[src/shared/ict_pkg.sv]
// Package: instruction timing classes, table entries and time constants
package ict_pkg;

    // Time state period and the system clock that paces it
    localparam int unsigned TSTATE_NS    = 400;
    localparam int unsigned CLK_NS       = 25;
    localparam int unsigned TICK_CYCLES  = (TSTATE_NS + CLK_NS - 1) / CLK_NS;
    localparam logic [3:0]  TICK_LAST    = 4'(TICK_CYCLES - 1);
    localparam logic [3:0]  TICK_RESET   = 4'h0;

    // Automatic wait state added to direct and indirect port accesses; port block entries get none
    localparam logic [4:0]  IO_AUTO_WAIT = 5'h01;

    // Reset values of counters and result fields
    localparam logic [7:0]  COUNT_RESET  = 8'h00;
    localparam logic [19:0] NS_RESET     = 20'h00000;

    typedef enum logic [4:0] {
        ICT_LD_A_IR       = 5'h00,  // Accumulator to/from vector or refresh register
        ICT_ADC_SBC_PTR   = 5'h01,  // Add/subtract with carry into memory_pointer_pair
        ICT_LD_IDX_IMM    = 5'h02,  // Immediate 16-bit into an index register
        ICT_LD_SP_IDX     = 5'h03,  // stack_pointer from an index register
        ICT_LD_PAIR_DIR   = 5'h04,  // Pair, stack_pointer or index to/from direct memory
        ICT_POP_PAIR      = 5'h05,  // Pop general pair
        ICT_POP_IDX       = 5'h06,  // Pop index register
        ICT_INC_DEC_IDX   = 5'h07,  // Increment/decrement index register
        ICT_BANK_SWAP     = 5'h08,  // Alternate bank swap
        ICT_EX_SP_IDX     = 5'h09,  // Top of stack with index register
        ICT_IO_DIRECT     = 5'h0A,  // Port number in instruction
        ICT_IO_INDIRECT   = 5'h0B,  // Port number from register
        ICT_DIGIT_ROT     = 5'h0C,  // Digit rotate with memory
        ICT_JP_COND       = 5'h0D,  // Conditional direct jump
        ICT_JR_COND       = 5'h0E,  // Conditional relative jump
        ICT_CALL_COND     = 5'h0F,  // Conditional subroutine call
        ICT_RET_COND      = 5'h10,  // Conditional subroutine return
        ICT_LOOP_DEC      = 5'h11,  // Decrement and loop
        ICT_BLOCK_MOVE    = 5'h12   // Block move / search / port block
    } ict_class_t;

    typedef struct packed {
        ict_class_t cls;            // Instruction class
        logic       cond;           // Condition met, or block counter not yet expired
    } ict_req_t;

    typedef struct packed {
        logic [2:0] bytes;          // Instruction length in bytes
        logic [2:0] cycles;         // Machine cycles
        logic [4:0] states;         // Minimum time states
        logic       io;             // Has a port access machine cycle
    } ict_timing_t;

    typedef enum logic [1:0] {
        ICT_IDLE = 2'b00,
        ICT_RUN  = 2'b01,
        ICT_DONE = 2'b11
    } ict_state_t;

endpackage

[src/logic/ict_timing_lookup.sv]
// Instruction class to bytes, machine cycles and time states
`timescale 1ns/1ps
module ict_timing_lookup
(
    input  ict_pkg::ict_req_t    i_req,    // Class and condition
    output ict_pkg::ict_timing_t o_timing  // Table entry
);
    import ict_pkg::*;

    function automatic ict_timing_t entry(input logic [2:0] b, input logic [2:0] c,
                                          input logic [4:0] s, input logic io);
        entry = '{bytes: b, cycles: c, states: s, io: io};
    endfunction

    function automatic ict_timing_t decode(input ict_req_t r);
        case (r.cls)
            ICT_LD_A_IR:     decode = entry(3'h2, 3'h2, 5'h09, 1'b0);
            ICT_ADC_SBC_PTR: decode = entry(3'h2, 3'h4, 5'h0F, 1'b0);
            ICT_LD_IDX_IMM:  decode = entry(3'h4, 3'h4, 5'h0E, 1'b0);
            ICT_LD_SP_IDX:   decode = entry(3'h2, 3'h2, 5'h0A, 1'b0);
            ICT_LD_PAIR_DIR: decode = entry(3'h4, 3'h6, 5'h14, 1'b0);
            ICT_POP_PAIR:    decode = entry(3'h1, 3'h3, 5'h0A, 1'b0);
            ICT_POP_IDX:     decode = entry(3'h2, 3'h4, 5'h0E, 1'b0);
            ICT_INC_DEC_IDX: decode = entry(3'h2, 3'h2, 5'h0A, 1'b0);
            ICT_BANK_SWAP:   decode = entry(3'h1, 3'h1, 5'h04, 1'b0);
            ICT_EX_SP_IDX:   decode = entry(3'h2, 3'h6, 5'h17, 1'b0);
            // Port entries hold the minimum; the automatic wait is added on start
            ICT_IO_DIRECT:   decode = entry(3'h2, 3'h3, 5'h0A, 1'b1);
            ICT_IO_INDIRECT: decode = entry(3'h2, 3'h3, 5'h0B, 1'b1);
            ICT_DIGIT_ROT:   decode = entry(3'h2, 3'h5, 5'h12, 1'b0);
            ICT_JP_COND:     decode = entry(3'h3, 3'h3, 5'h0A, 1'b0);
            ICT_JR_COND:     decode = r.cond ? entry(3'h2, 3'h3, 5'h0C, 1'b0)
                                             : entry(3'h2, 3'h2, 5'h07, 1'b0);
            ICT_CALL_COND:   decode = r.cond ? entry(3'h3, 3'h5, 5'h11, 1'b0)
                                             : entry(3'h3, 3'h3, 5'h0A, 1'b0);
            ICT_RET_COND:    decode = r.cond ? entry(3'h1, 3'h3, 5'h0B, 1'b0)
                                             : entry(3'h1, 3'h1, 5'h05, 1'b0);
            ICT_LOOP_DEC:    decode = r.cond ? entry(3'h2, 3'h3, 5'h0D, 1'b0)
                                             : entry(3'h2, 3'h2, 5'h08, 1'b0);
            ICT_BLOCK_MOVE:  decode = r.cond ? entry(3'h2, 3'h5, 5'h15, 1'b0)
                                             : entry(3'h2, 3'h4, 5'h10, 1'b0);
            default:         decode = entry(3'h1, 3'h1, 5'h04, 1'b0);
        endcase
    endfunction

    assign o_timing = decode(i_req);

endmodule

[src/logic/ict_cycle_timer.sv]
// Instruction execution timer: paces time states and reports duration
`timescale 1ns/1ps
module ict_cycle_timer
(
    input  wire logic              i_clk_sys,              // 40 MHz system clock
    input  wire logic              i_resetn,               // Async reset, active low
    input  wire logic              i_start,                // Begin an instruction (taken when idle)
    input  ict_pkg::ict_req_t      i_req,                  // Class and condition
    input  wire logic              i_wait_request_line_n,  // External wait, active low
    output logic                   o_busy,                 // Instruction in progress
    output logic                   o_done,                 // One-cycle pulse at completion
    output logic                   o_tstate,               // One-cycle pulse per time state
    output logic                   o_waiting,              // Last time state was a wait
    output logic [2:0]             o_bytes,                // Bytes of current instruction
    output logic [2:0]             o_cycles,               // Machine cycles
    output logic [4:0]             o_states,               // Time states incl. automatic wait
    output logic [7:0]             o_elapsed,              // Time states spent incl. waits
    output logic [7:0]             o_waits,                // External wait states inserted
    output logic [19:0]            o_exec_ns               // Execution time in ns
);
    import ict_pkg::*;

    ict_timing_t    look;
    ict_state_t     state_reg;
    logic [3:0]     div_reg;
    logic [4:0]     remain_reg;
    logic           accept;
    logic           tick;
    logic           stall;
    logic           last;

    ict_timing_lookup u_lookup (
        .i_req    (i_req),
        .o_timing (look)
    );

    function automatic logic [19:0] ns_of(input logic [7:0] n);
        ns_of = 20'(n) * 20'(TSTATE_NS);
    endfunction

    assign accept = (state_reg == ICT_IDLE) && i_start;
    assign tick   = (state_reg == ICT_RUN) && (div_reg == TICK_LAST);
    assign stall  = tick && !i_wait_request_line_n;
    assign last   = tick && !stall && (remain_reg == 5'h01);

    // Divider restarts on each start so the first time state is full length
    always_ff @(posedge i_clk_sys or negedge i_resetn) begin
        if (!i_resetn) begin
            div_reg <= TICK_RESET;
        end else if (accept || div_reg == TICK_LAST) begin
            div_reg <= TICK_RESET;
        end else begin
            div_reg <= div_reg + 4'h1;
        end
    end

    always_ff @(posedge i_clk_sys or negedge i_resetn) begin
        if (!i_resetn) begin
            state_reg <= ICT_IDLE;
        end else begin
            case (state_reg)
                ICT_IDLE: begin
                    if (i_start) begin
                        state_reg <= ICT_RUN;
                    end
                end
                ICT_RUN: begin
                    if (last) begin
                        state_reg <= ICT_DONE;
                    end
                end
                ICT_DONE: begin
                    state_reg <= ICT_IDLE;
                end
                default: begin
                    state_reg <= ICT_IDLE;
                end
            endcase
        end
    end

    // Remaining time states; a wait holds the count unchanged
    always_ff @(posedge i_clk_sys or negedge i_resetn) begin
        if (!i_resetn) begin
            remain_reg <= 5'h00;
        end else if (accept) begin
            remain_reg <= look.states + (look.io ? IO_AUTO_WAIT : 5'h00);
        end else if (tick && !stall) begin
            remain_reg <= remain_reg - 5'h01;
        end
    end

    // Latched instruction figures
    always_ff @(posedge i_clk_sys or negedge i_resetn) begin
        if (!i_resetn) begin
            o_bytes  <= 3'h0;
            o_cycles <= 3'h0;
            o_states <= 5'h00;
        end else if (accept) begin
            o_bytes  <= look.bytes;
            o_cycles <= look.cycles;
            o_states <= look.states + (look.io ? IO_AUTO_WAIT : 5'h00);
        end
    end

    // Elapsed and wait counts; every tick, wait or not, is one time state
    always_ff @(posedge i_clk_sys or negedge i_resetn) begin
        if (!i_resetn) begin
            o_elapsed <= COUNT_RESET;
            o_waits   <= COUNT_RESET;
            o_waiting <= 1'b0;
        end else if (accept) begin
            o_elapsed <= COUNT_RESET;
            o_waits   <= COUNT_RESET;
            o_waiting <= 1'b0;
        end else if (tick) begin
            o_elapsed <= o_elapsed + 8'h01;
            o_waiting <= stall;
            if (stall) begin
                o_waits <= o_waits + 8'h01;
            end
        end
    end

    always_ff @(posedge i_clk_sys or negedge i_resetn) begin
        if (!i_resetn) begin
            o_busy    <= 1'b0;
            o_done    <= 1'b0;
            o_tstate  <= 1'b0;
            o_exec_ns <= NS_RESET;
        end else begin
            o_busy   <= accept || (o_busy && !last);
            o_done   <= last;
            o_tstate <= tick;
            if (last) begin
                o_exec_ns <= ns_of(o_elapsed + 8'h01);
            end
        end
    end

    // Checks on table figures, pacing and wait behaviour
    ld_ir_fig_a: assert property (@(posedge i_clk_sys) disable iff (!i_resetn)
        accept && i_req.cls == ICT_LD_A_IR |=> o_bytes == 3'h2 && o_cycles == 3'h2 && o_states == 5'h09)
        else $error("vector/refresh move timing wrong");
    adc_ptr_fig_a: assert property (@(posedge i_clk_sys) disable iff (!i_resetn)
        accept && i_req.cls == ICT_ADC_SBC_PTR |=> o_cycles == 3'h4 && o_states == 5'h0F)
        else $error("carry add timing wrong");
    ld_idx_fig_a: assert property (@(posedge i_clk_sys) disable iff (!i_resetn)
        accept && i_req.cls == ICT_LD_IDX_IMM |=> o_bytes == 3'h4 && o_states == 5'h0E)
        else $error("index immediate timing wrong");
    sp_idx_fig_a: assert property (@(posedge i_clk_sys) disable iff (!i_resetn)
        accept && i_req.cls == ICT_LD_SP_IDX |=> o_cycles == 3'h2 && o_states == 5'h0A)
        else $error("stack pointer load timing wrong");
    pair_dir_fig_a: assert property (@(posedge i_clk_sys) disable iff (!i_resetn)
        accept && i_req.cls == ICT_LD_PAIR_DIR |=> o_states == 5'h14)
        else $error("direct pair load timing wrong");
    pop_fig_a: assert property (@(posedge i_clk_sys) disable iff (!i_resetn)
        accept && i_req.cls inside {ICT_POP_PAIR, ICT_POP_IDX}
        |=> o_states == (o_bytes == 3'h1 ? 5'h0A : 5'h0E))
        else $error("pop timing wrong");
    idx_inc_fig_a: assert property (@(posedge i_clk_sys) disable iff (!i_resetn)
        accept && i_req.cls == ICT_INC_DEC_IDX |=> o_bytes == 3'h2 && o_states == 5'h0A)
        else $error("index increment timing wrong");
    bank_swap_fig_a: assert property (@(posedge i_clk_sys) disable iff (!i_resetn)
        accept && i_req.cls == ICT_BANK_SWAP |=> o_cycles == 3'h1 && o_states == 5'h04)
        else $error("bank swap timing wrong");
    ex_stack_fig_a: assert property (@(posedge i_clk_sys) disable iff (!i_resetn)
        accept && i_req.cls == ICT_EX_SP_IDX |=> o_cycles == 3'h6 && o_states == 5'h17)
        else $error("stack exchange timing wrong");
    io_direct_fig_a: assert property (@(posedge i_clk_sys) disable iff (!i_resetn)
        accept && i_req.cls == ICT_IO_DIRECT |=> o_cycles == 3'h3 && o_states == 5'h0B)
        else $error("direct port timing wrong");
    io_indir_fig_a: assert property (@(posedge i_clk_sys) disable iff (!i_resetn)
        accept && i_req.cls == ICT_IO_INDIRECT |=> o_states == 5'h0C)
        else $error("indirect port timing wrong");
    digit_rot_fig_a: assert property (@(posedge i_clk_sys) disable iff (!i_resetn)
        accept && i_req.cls == ICT_DIGIT_ROT |=> o_cycles == 3'h5 && o_states == 5'h12)
        else $error("digit rotate timing wrong");
    cond_call_a: assert property (@(posedge i_clk_sys) disable iff (!i_resetn)
        accept && i_req.cls == ICT_CALL_COND |=> o_states == ($past(i_req.cond) ? 5'h11 : 5'h0A))
        else $error("conditional call duration wrong");
    tick_pace_a: assert property (@(posedge i_clk_sys) disable iff (!i_resetn)
        $rose(o_busy) |-> !tick [*8] ##1 !tick [*7] ##1 tick)
        else $error("time state not 400 ns");
    exec_time_a: assert property (@(posedge i_clk_sys) disable iff (!i_resetn)
        o_done |-> o_exec_ns == 20'(o_elapsed) * 20'h00190)
        else $error("execution time not states times 400 ns");
    io_auto_wait_a: assert property (@(posedge i_clk_sys) disable iff (!i_resetn)
        accept && look.io |=> o_states == $past(look.states) + 5'h01)
        else $error("port cycle missing automatic wait");
    wait_hold_a: assert property (@(posedge i_clk_sys) disable iff (!i_resetn)
        stall |=> remain_reg == $past(remain_reg) && o_waits == $past(o_waits) + 8'h01)
        else $error("wait state changed progress");
    total_count_a: assert property (@(posedge i_clk_sys) disable iff (!i_resetn)
        o_done |-> o_elapsed == 8'(o_states) + o_waits)
        else $error("elapsed states do not match table plus waits");

endmodule

[config.mk]
export PLATFORM = sky130hd
export DESIGN_NAME = ict_cycle_timer
export DESIGN_NICKNAME = d
export VERILOG_FILES = /design/src/shared/ict_pkg.sv /design/src/logic/ict_timing_lookup.sv /design/src/logic/ict_cycle_timer.sv
export SDC_FILE = /design/constraint.sdc
export NUM_CORES = 1
export LEC_CHECK = 0
export ABC_CLOCK_PERIOD_IN_PS = 3300
export CAP_MARGIN = 20
export CORE_ASPECT_RATIO = 0.75
export CORE_UTILIZATION = 50
export CTS_CLUSTER_SIZE = 30
export DETAILED_ROUTE_END_ITERATION = 7
export DONT_BUFFER_PORTS = 1
export PLACE_DENSITY_LB_ADDON = 0.1
export SLEW_MARGIN = 20
export SYNTH_ARGS = -nofsm -noshare
export SYNTH_HDL_FRONTEND = slang
export SYNTH_SLANG_ARGS = --single-unit
[constraint.sdc]
create_clock -name i_clk_sys -period 3.3 [get_ports i_clk_sys]
set_input_delay 0.33 -clock i_clk_sys [delete_from_list [all_inputs] [get_ports i_clk_sys]]
set_output_delay 0.33 -clock i_clk_sys [all_outputs]
set_load 0.1 [all_outputs]
==> results of run 1 <==
==> synth_stat cells (all sizes together) (3+ instances only) <==
cell type and count:
a21o 3, a21oi 22, a31oi 4, and3 4
buf 16, clkbuf 14, dfrtp 55, fa 3
ha 32, inv 27, mux2i 3, nand2 58
nand3 19, nand4 4, nor2 33, nor2b 3
nor3 5, o21ai 41, o22ai 3, xnor2 14
xor2 19
==> metrics by stage <==
step / instances / setup WS (ns) / setup TNS (ns) / util (%)
floorplan: 423 / -0.05319 / -0.08918 / -
global placement: 515 / 0.1057 / 0 / 58.20
detailed placement: 515 / 0.02119 / 0 / 58.20
CTS: 525 / 0.009273 / 0 / 60.17
global route: 530 / -0.1270 / -0.1942 / 61.77
finish: 530 / 0.05482 / 0 / 61.77
==> final timing paths <==
path,startpoint,to,cells after the start
min reg2reg,div_reg[0]$_DFF_PN0_,div_reg[0]$_DFF_PN0_,1
max,o_elapsed[1]$_DFFE_PN0P_,o_exec_ns[16]$_DFFE_PN0P_,15
max reg2reg,o_elapsed[1]$_DFFE_PN0P_,o_exec_ns[16]$_DFFE_PN0P_,15
max in group asynchronous,i_resetn,o_elapsed[0]$_DFFE_PN0P_,2
min in group asynchronous,i_resetn,o_exec_ns[4]$_DFFE_PN0P_,2
min,i_req[4],o_bytes[2]$_DFFE_PN0P_,1
==> cell type report <==
type	count	area, um^2	share of cell area, %
multi-input cells	310	2322	54.00
flip-flops and latches	55	1394	32.41
repair buffers	31	262.8	6.110
inverters	28	110.1	2.560
clock inverters	2	16.27	0.3782
clock buffers	6	72.57	1.688
well taps	98	122.6	2.851
==> layout by cell type, fill, tap and decap left out, types with 2 or more instances in the layout <==
cell type	count
nand4_1	4
fa_1	3
ha_1	21
inv_2	9
nand3_1	14
o21a_1	2
o21ai_1	21
dfrtp_1	49
a21o_1	2
nand3_4	2
a21oi_1	21
clkbuf_8	5
mux2i_1	3
dfrtp_2	2
nand2b_1	2
buf_6	2
o211ai_1	2
o2111ai_1	2
o21ai_0	19
o31ai_1	2
xnor2_2	3
a222oi_1	2
xor2_1	17
conb_1	7
inv_1	18
nor2b_1	3
nor2_1	32
o22ai_1	3
nor3_1	4
xnor2_1	10
nand2_1	57
and3_1	4
dfrtp_4	4
nand3_2	3
a31oi_1	4
ha_4	10
buf_4	27
==> cells by family after synthesis <==
group	after synthesis	synth area share (%)
AO/OA/AOI/OAI	93	15.26
XOR/XNOR	33	7.868
adder cells (fa/ha/maj)	36	12.81
buffers and inverters	58	7.153
flip-flops	55	37.47
multiplexers	4	1.124
other	1	0.1021
AND/OR/NAND/NOR	137	18.22
==> worst reg2reg max path, stage by stage, from the launching register on <==
cell and delay [ns]:
dfrtp_4 0.52, buf_6 0.14, nand3_4 0.07, xor2_4 0.19, inv_1 0.10, ha_4 0.26
ha_4 0.27, inv_2 0.03, fa_1 0.49, inv_2 0.05, ha_4 0.28, o21a_1 0.16
o21ai_2 0.09, o211ai_1 0.22, xnor2_1 0.16, o21ai_1 0.10
==> per-layer routing <==
layer,vias up,global-route usage (%)
met2,97,29.86
li1,1453,-
met4,0,3.913
met1,1327,35.55
met5,-,0
met3,9,4.220
==> what timing repair did <==
| item | 4_1_cts | 5_1_grt |
|---|---|---|
| hold endpoints to repair | 55 | 0 |
| pin swaps | 0 | 17 |
| cloned | 0 | 0 |
| buffers inserted | 0 | 5 |
| resized for setup | 1 | 14 |
| hold buffers | 2 | 0 |
| endpoints found under the setup margin | 1 | 5 |
==> impl_metrics.tcl, run 1 <==
set metrics [dict create \
    synth_warnings 0 \
    syn-cell-area_um2 3674 \
    cp.required_ns 3.49 \
    crit_top_cell "ha_4" \
    synth_ff_type "dfrtp_1" \
    core_um2 6962 \
    highest_layer "met4" \
    fmax_mhz 308.1 \
    synthTopCellsByArea "dfrtp_1, ha_1, nand2_1, xor2_1, nor2_1" \
    gp_congestion 0.9229 \
    layout_worst_path_cycle_share_pct 98.34 \
    via_per_inst 5.445 \
    fin_skew_ns 0.004969 \
    hp-class "input pin to flip-flop" \
    r2r_setup_slack_ns 0.05 \
    setup_violations 0 \
    critPathKind "flip-flop to flip-flop" \
    reg_top3 "o_exec_ns x13, o_elapsed x8, o_waits x8" \
    placed_cell_area_um2 4051 \
    vias 2886 \
    ys_types 57 \
    clock_sinks 55 \
    cp_max_fo 4 \
    port_buffers 0 \
    diodes 0 \
    drive_above_1_share_pct 19.91 \
    path_clk_slew_ns 0.10 \
    crit_path_cell_trace "buf_6 > nand3_4 > xor2_4 > inv_1 > ha_4 > ha_4 > inv_2 > fa_1 > inv_2 > ha_4 > o21a_1 > o21ai_2 > o211ai_1 > xnor2_1 > o21ai_1" \
    outcome "completed" \
    relSlewSlack_pct 36.30 \
    ant_nets 0 \
    drtIter0Drc 99 \
    overflow 0 \
    clk_latency_ns 0.31 \
    met1Wirelength_um 4286 \
    grt_pass1_wl_um 13300 \
    hold_violations 0 \
    max_cap_viol_count 0 \
    die_x_um 101.0 \
    largest_reg_flops 13 \
    fin_crit_ns 3.245 \
    cts-root-buf "clkbuf_8" \
    largest_register "o_exec_ns" \
    cp.arrival_ns 3.44 \
    clockBufferDepth 2 \
    nFillCells 623 \
    stdcell_area_um2 4300 \
    synth.top_cell.area_share_pct 37.47 \
    crit_buf_inv 4 \
    drc 0 \
    crit_slowest_cell "dfrtp_4" \
    grt_start_max_net_pins 56 \
    cts_buffers 5 \
    io_pins 61 \
    synthArstFlopShare_pct 100.0 \
    synth-seq-cells 55 \
    drv_slew 0 \
    synth_edf_count 0 \
    rsz0062_at_grt "true" \
    grt.total_usage_pct 21.90 \
    synth_largest_area_cell "dfrtp_1" \
    max_stage_delay_ns 0.52 \
    critPathCaptureType "flip-flop" \
    antenna_found_initial 0 \
    grt_pass1_vias 2659 \
    wl_met2_um 3210 \
    dieArea_um2 7697 \
    nNetsFinal 476 \
    row_count 26 \
    wl_per_cell_um 15.36 \
    cts_tree "done" \
    fin_hold_ws_ns 0.1041 \
    hpwl_um 5879 \
    routed_wl_um 8139 \
    worst_slew_pin_slew_ns 0.9555 \
    initial_core_util_pct 52.77 \
    wl_met3_um 544 \
    postSynthAreaPerCell_um2 8.809 \
    ys_seq_area_share_pct 37.47 \
    cp-start-kind "flip-flop" \
    area_delta_synth_final_pct 17.06 \
    die_y_um 76.23 \
    drtPass1Iterations 5 \
    syn_inst 417 \
    ctsHtreeMaxLevel 2 \
    critical-path-top-delay-family "adder cells" \
]
Power of run 1 is left out: the tool's default activity adds up to more than one toggle a clock period on the data nets, which glitch-free logic cannot reach.
==> run 2, diff against run 1 <==
--- a/config.mk
+++ b/config.mk
@@ -9,6 +9,7 @@
 export CAP_MARGIN = 20
 export CORE_ASPECT_RATIO = 0.75
 export CORE_UTILIZATION = 50
+export CTS_BUF_LIST = sky130_fd_sc_hd__clkbuf_4
 export CTS_CLUSTER_SIZE = 30
 export DETAILED_ROUTE_END_ITERATION = 7
 export DONT_BUFFER_PORTS = 1
==> run 2 against run 1 <==
Worst hold slack worse by 0.028 ns. First-iteration DRC count up 11%. Via count rose by 1.1%. Count of clock-buffer cells in the layout is the same. Flip-flop and latch count unchanged. Register-to-register slack got worse by 0.02 ns. Critical path depth down 1. Design area up 0.15%. Global-route usage up 0.39 points. Largest cell class unchanged. Clock skew is 0.00058 ns higher. Fmax decreased by 0.54%.
==> impl_metrics.tcl, run 2 (synthesis results as in run 1) <==
set metrics [dict create \
    outcome "completed" \
    drtPass1Iterations 5 \
    critPathKind "flip-flop to flip-flop" \
    antenna_found_initial 0 \
    ctsHtreeMaxLevel 2 \
    row_count 26 \
    grt_pass1_vias 2669 \
    reg_top3 "o_exec_ns x13, o_elapsed x8, o_waits x8" \
    grt.total_usage_pct 22.29 \
    die_x_um 101.0 \
    max_cap_viol_count 0 \
    layout_worst_path_cycle_share_pct 98.87 \
    hpwl_um 5879 \
    fmax_mhz 306.5 \
    critPathCaptureType "flip-flop" \
    cp-start-kind "flip-flop" \
    setup_violations 0 \
    via_per_inst 5.497 \
    area_delta_synth_final_pct 17.23 \
    path_clk_slew_ns 0.16 \
    worst_slew_pin_slew_ns 0.9525 \
    diodes 0 \
    fin_crit_ns 3.263 \
    hp-class "input pin to flip-flop" \
    largest_reg_flops 13 \
    relSlewSlack_pct 36.50 \
    grt_pass1_wl_um 13410 \
    cts_buffers 5 \
    die_y_um 76.23 \
    drive_above_1_share_pct 20.32 \
    nNetsFinal 477 \
    drc 0 \
    dieArea_um2 7697 \
    cts-root-buf "clkbuf_4" \
    crit_path_cell_trace "ha_4 > nand3_4 > xnor2_4 > ha_4 > ha_4 > inv_2 > fa_1 > inv_2 > ha_4 > o21a_1 > o21ai_2 > o211ai_1 > xnor2_1 > o21ai_1" \
    vias 2919 \
    crit_slowest_cell "dfrtp_4" \
    largest_register "o_exec_ns" \
    cp.required_ns 3.59 \
    gp_congestion 0.9229 \
    rsz0062_at_grt "true" \
    drv_slew 0 \
    port_buffers 0 \
    drtIter0Drc 110 \
    overflow 0 \
    crit_top_cell "ha_4" \
    ant_nets 0 \
    layout_commonest_cell "nand2_1" \
    cp_max_fo 7 \
    initial_core_util_pct 52.77 \
    wl_per_cell_um 15.48 \
    clk_latency_ns 0.38 \
    max_stage_delay_ns 0.52 \
    hold_violations 0 \
    cp.arrival_ns 3.55 \
    routed_wl_um 8218 \
    layout_common_cells "nand2_1, dfrtp_1, nor2_1, buf_4, o21ai_1" \
    clockBufferDepth 2 \
    io_pins 61 \
    fin_skew_ns 0.005549 \
    grt_start_max_net_pins 56 \
    clock_sinks 55 \
    core_um2 6962 \
    final_util_pct 61.86 \
    cts_tree "done" \
]
run 2: worst max-delay path, delay by kind of cell, from the launching register on:
family,cells,cell delay [ns]
xor+xnor,2,0.37
fa+ha+maj,5,1.48
buf+inv,2,0.08
simple gates,1,0.12
flops,1,0.52
compound gates,4,0.58
run 2: path summary, 6_finish.rpt:
check | startpoint | end | slack, ns | cells after the start
max | o_elapsed[0]$_DFFE_PN0P_ | o_exec_ns[16]$_DFFE_PN0P_ | 0.04 | 14
min | i_start | state_reg[0]$_DFFE_PN0P_ | 0.08 | 2
max reg2reg | o_elapsed[0]$_DFFE_PN0P_ | o_exec_ns[16]$_DFFE_PN0P_ | 0.04 | 14
min reg2reg | div_reg[0]$_DFF_PN0_ | div_reg[0]$_DFF_PN0_ | 0.50 | 1
max in group asynchronous | i_resetn | o_elapsed[2]$_DFFE_PN0P_ | 2.59 | 2
min in group asynchronous | i_resetn | o_waiting$_DFFE_PN0P_ | 0.45 | 2
run 2: layout make-up:
| class | instances | area [um^2] |
|---|---|---|
| fill | 630 | 2655 |
| multi-input combinational | 310 | 2346 |
| sequential | 55 | 1394 |
| timing repair buffer | 32 | 272.8 |
| tap | 98 | 122.6 |
| inverter | 28 | 110.1 |
| clock buffer | 6 | 45.04 |
| clock inverter | 2 | 16.27 |
run 2: routing by layer:
metal  track usage, %  wire length, um  up-vias
li1                 -                -     1454
met1            36.32             4305     1349
met2            29.73             3220      108
met3            4.771              586        8
met4            4.348              106        0
met5                0                0        -
run 2: metrics by stage:
step	setup TNS (ns)	area, um^2	instances	hold WS (ns)	setup WS [ns]
after global routing	-0.2209	4307	531	0.07064	-0.1286
after CTS	0	4161	525	0.001581	0.002641
final	0	4307	531	0.07646	0.03723
after floorplan	-0.08918	3925	423	0.03441	-0.05319
after global placement	0	4051	515	0.03571	0.1057
after detailed placement	0	4051	515	0.03572	0.02119
run 2: timing repair:
action / CTS / global route
pin swaps: 0 / 18
gates resized for setup: 1 / 17
setup buffers: 0 / 5
endpoints found under the hold margin: 55 / 1
endpoints found under the setup margin: 1 / 5
hold buffers: 2 / 1
Power of run 2 is left out for the same reason.
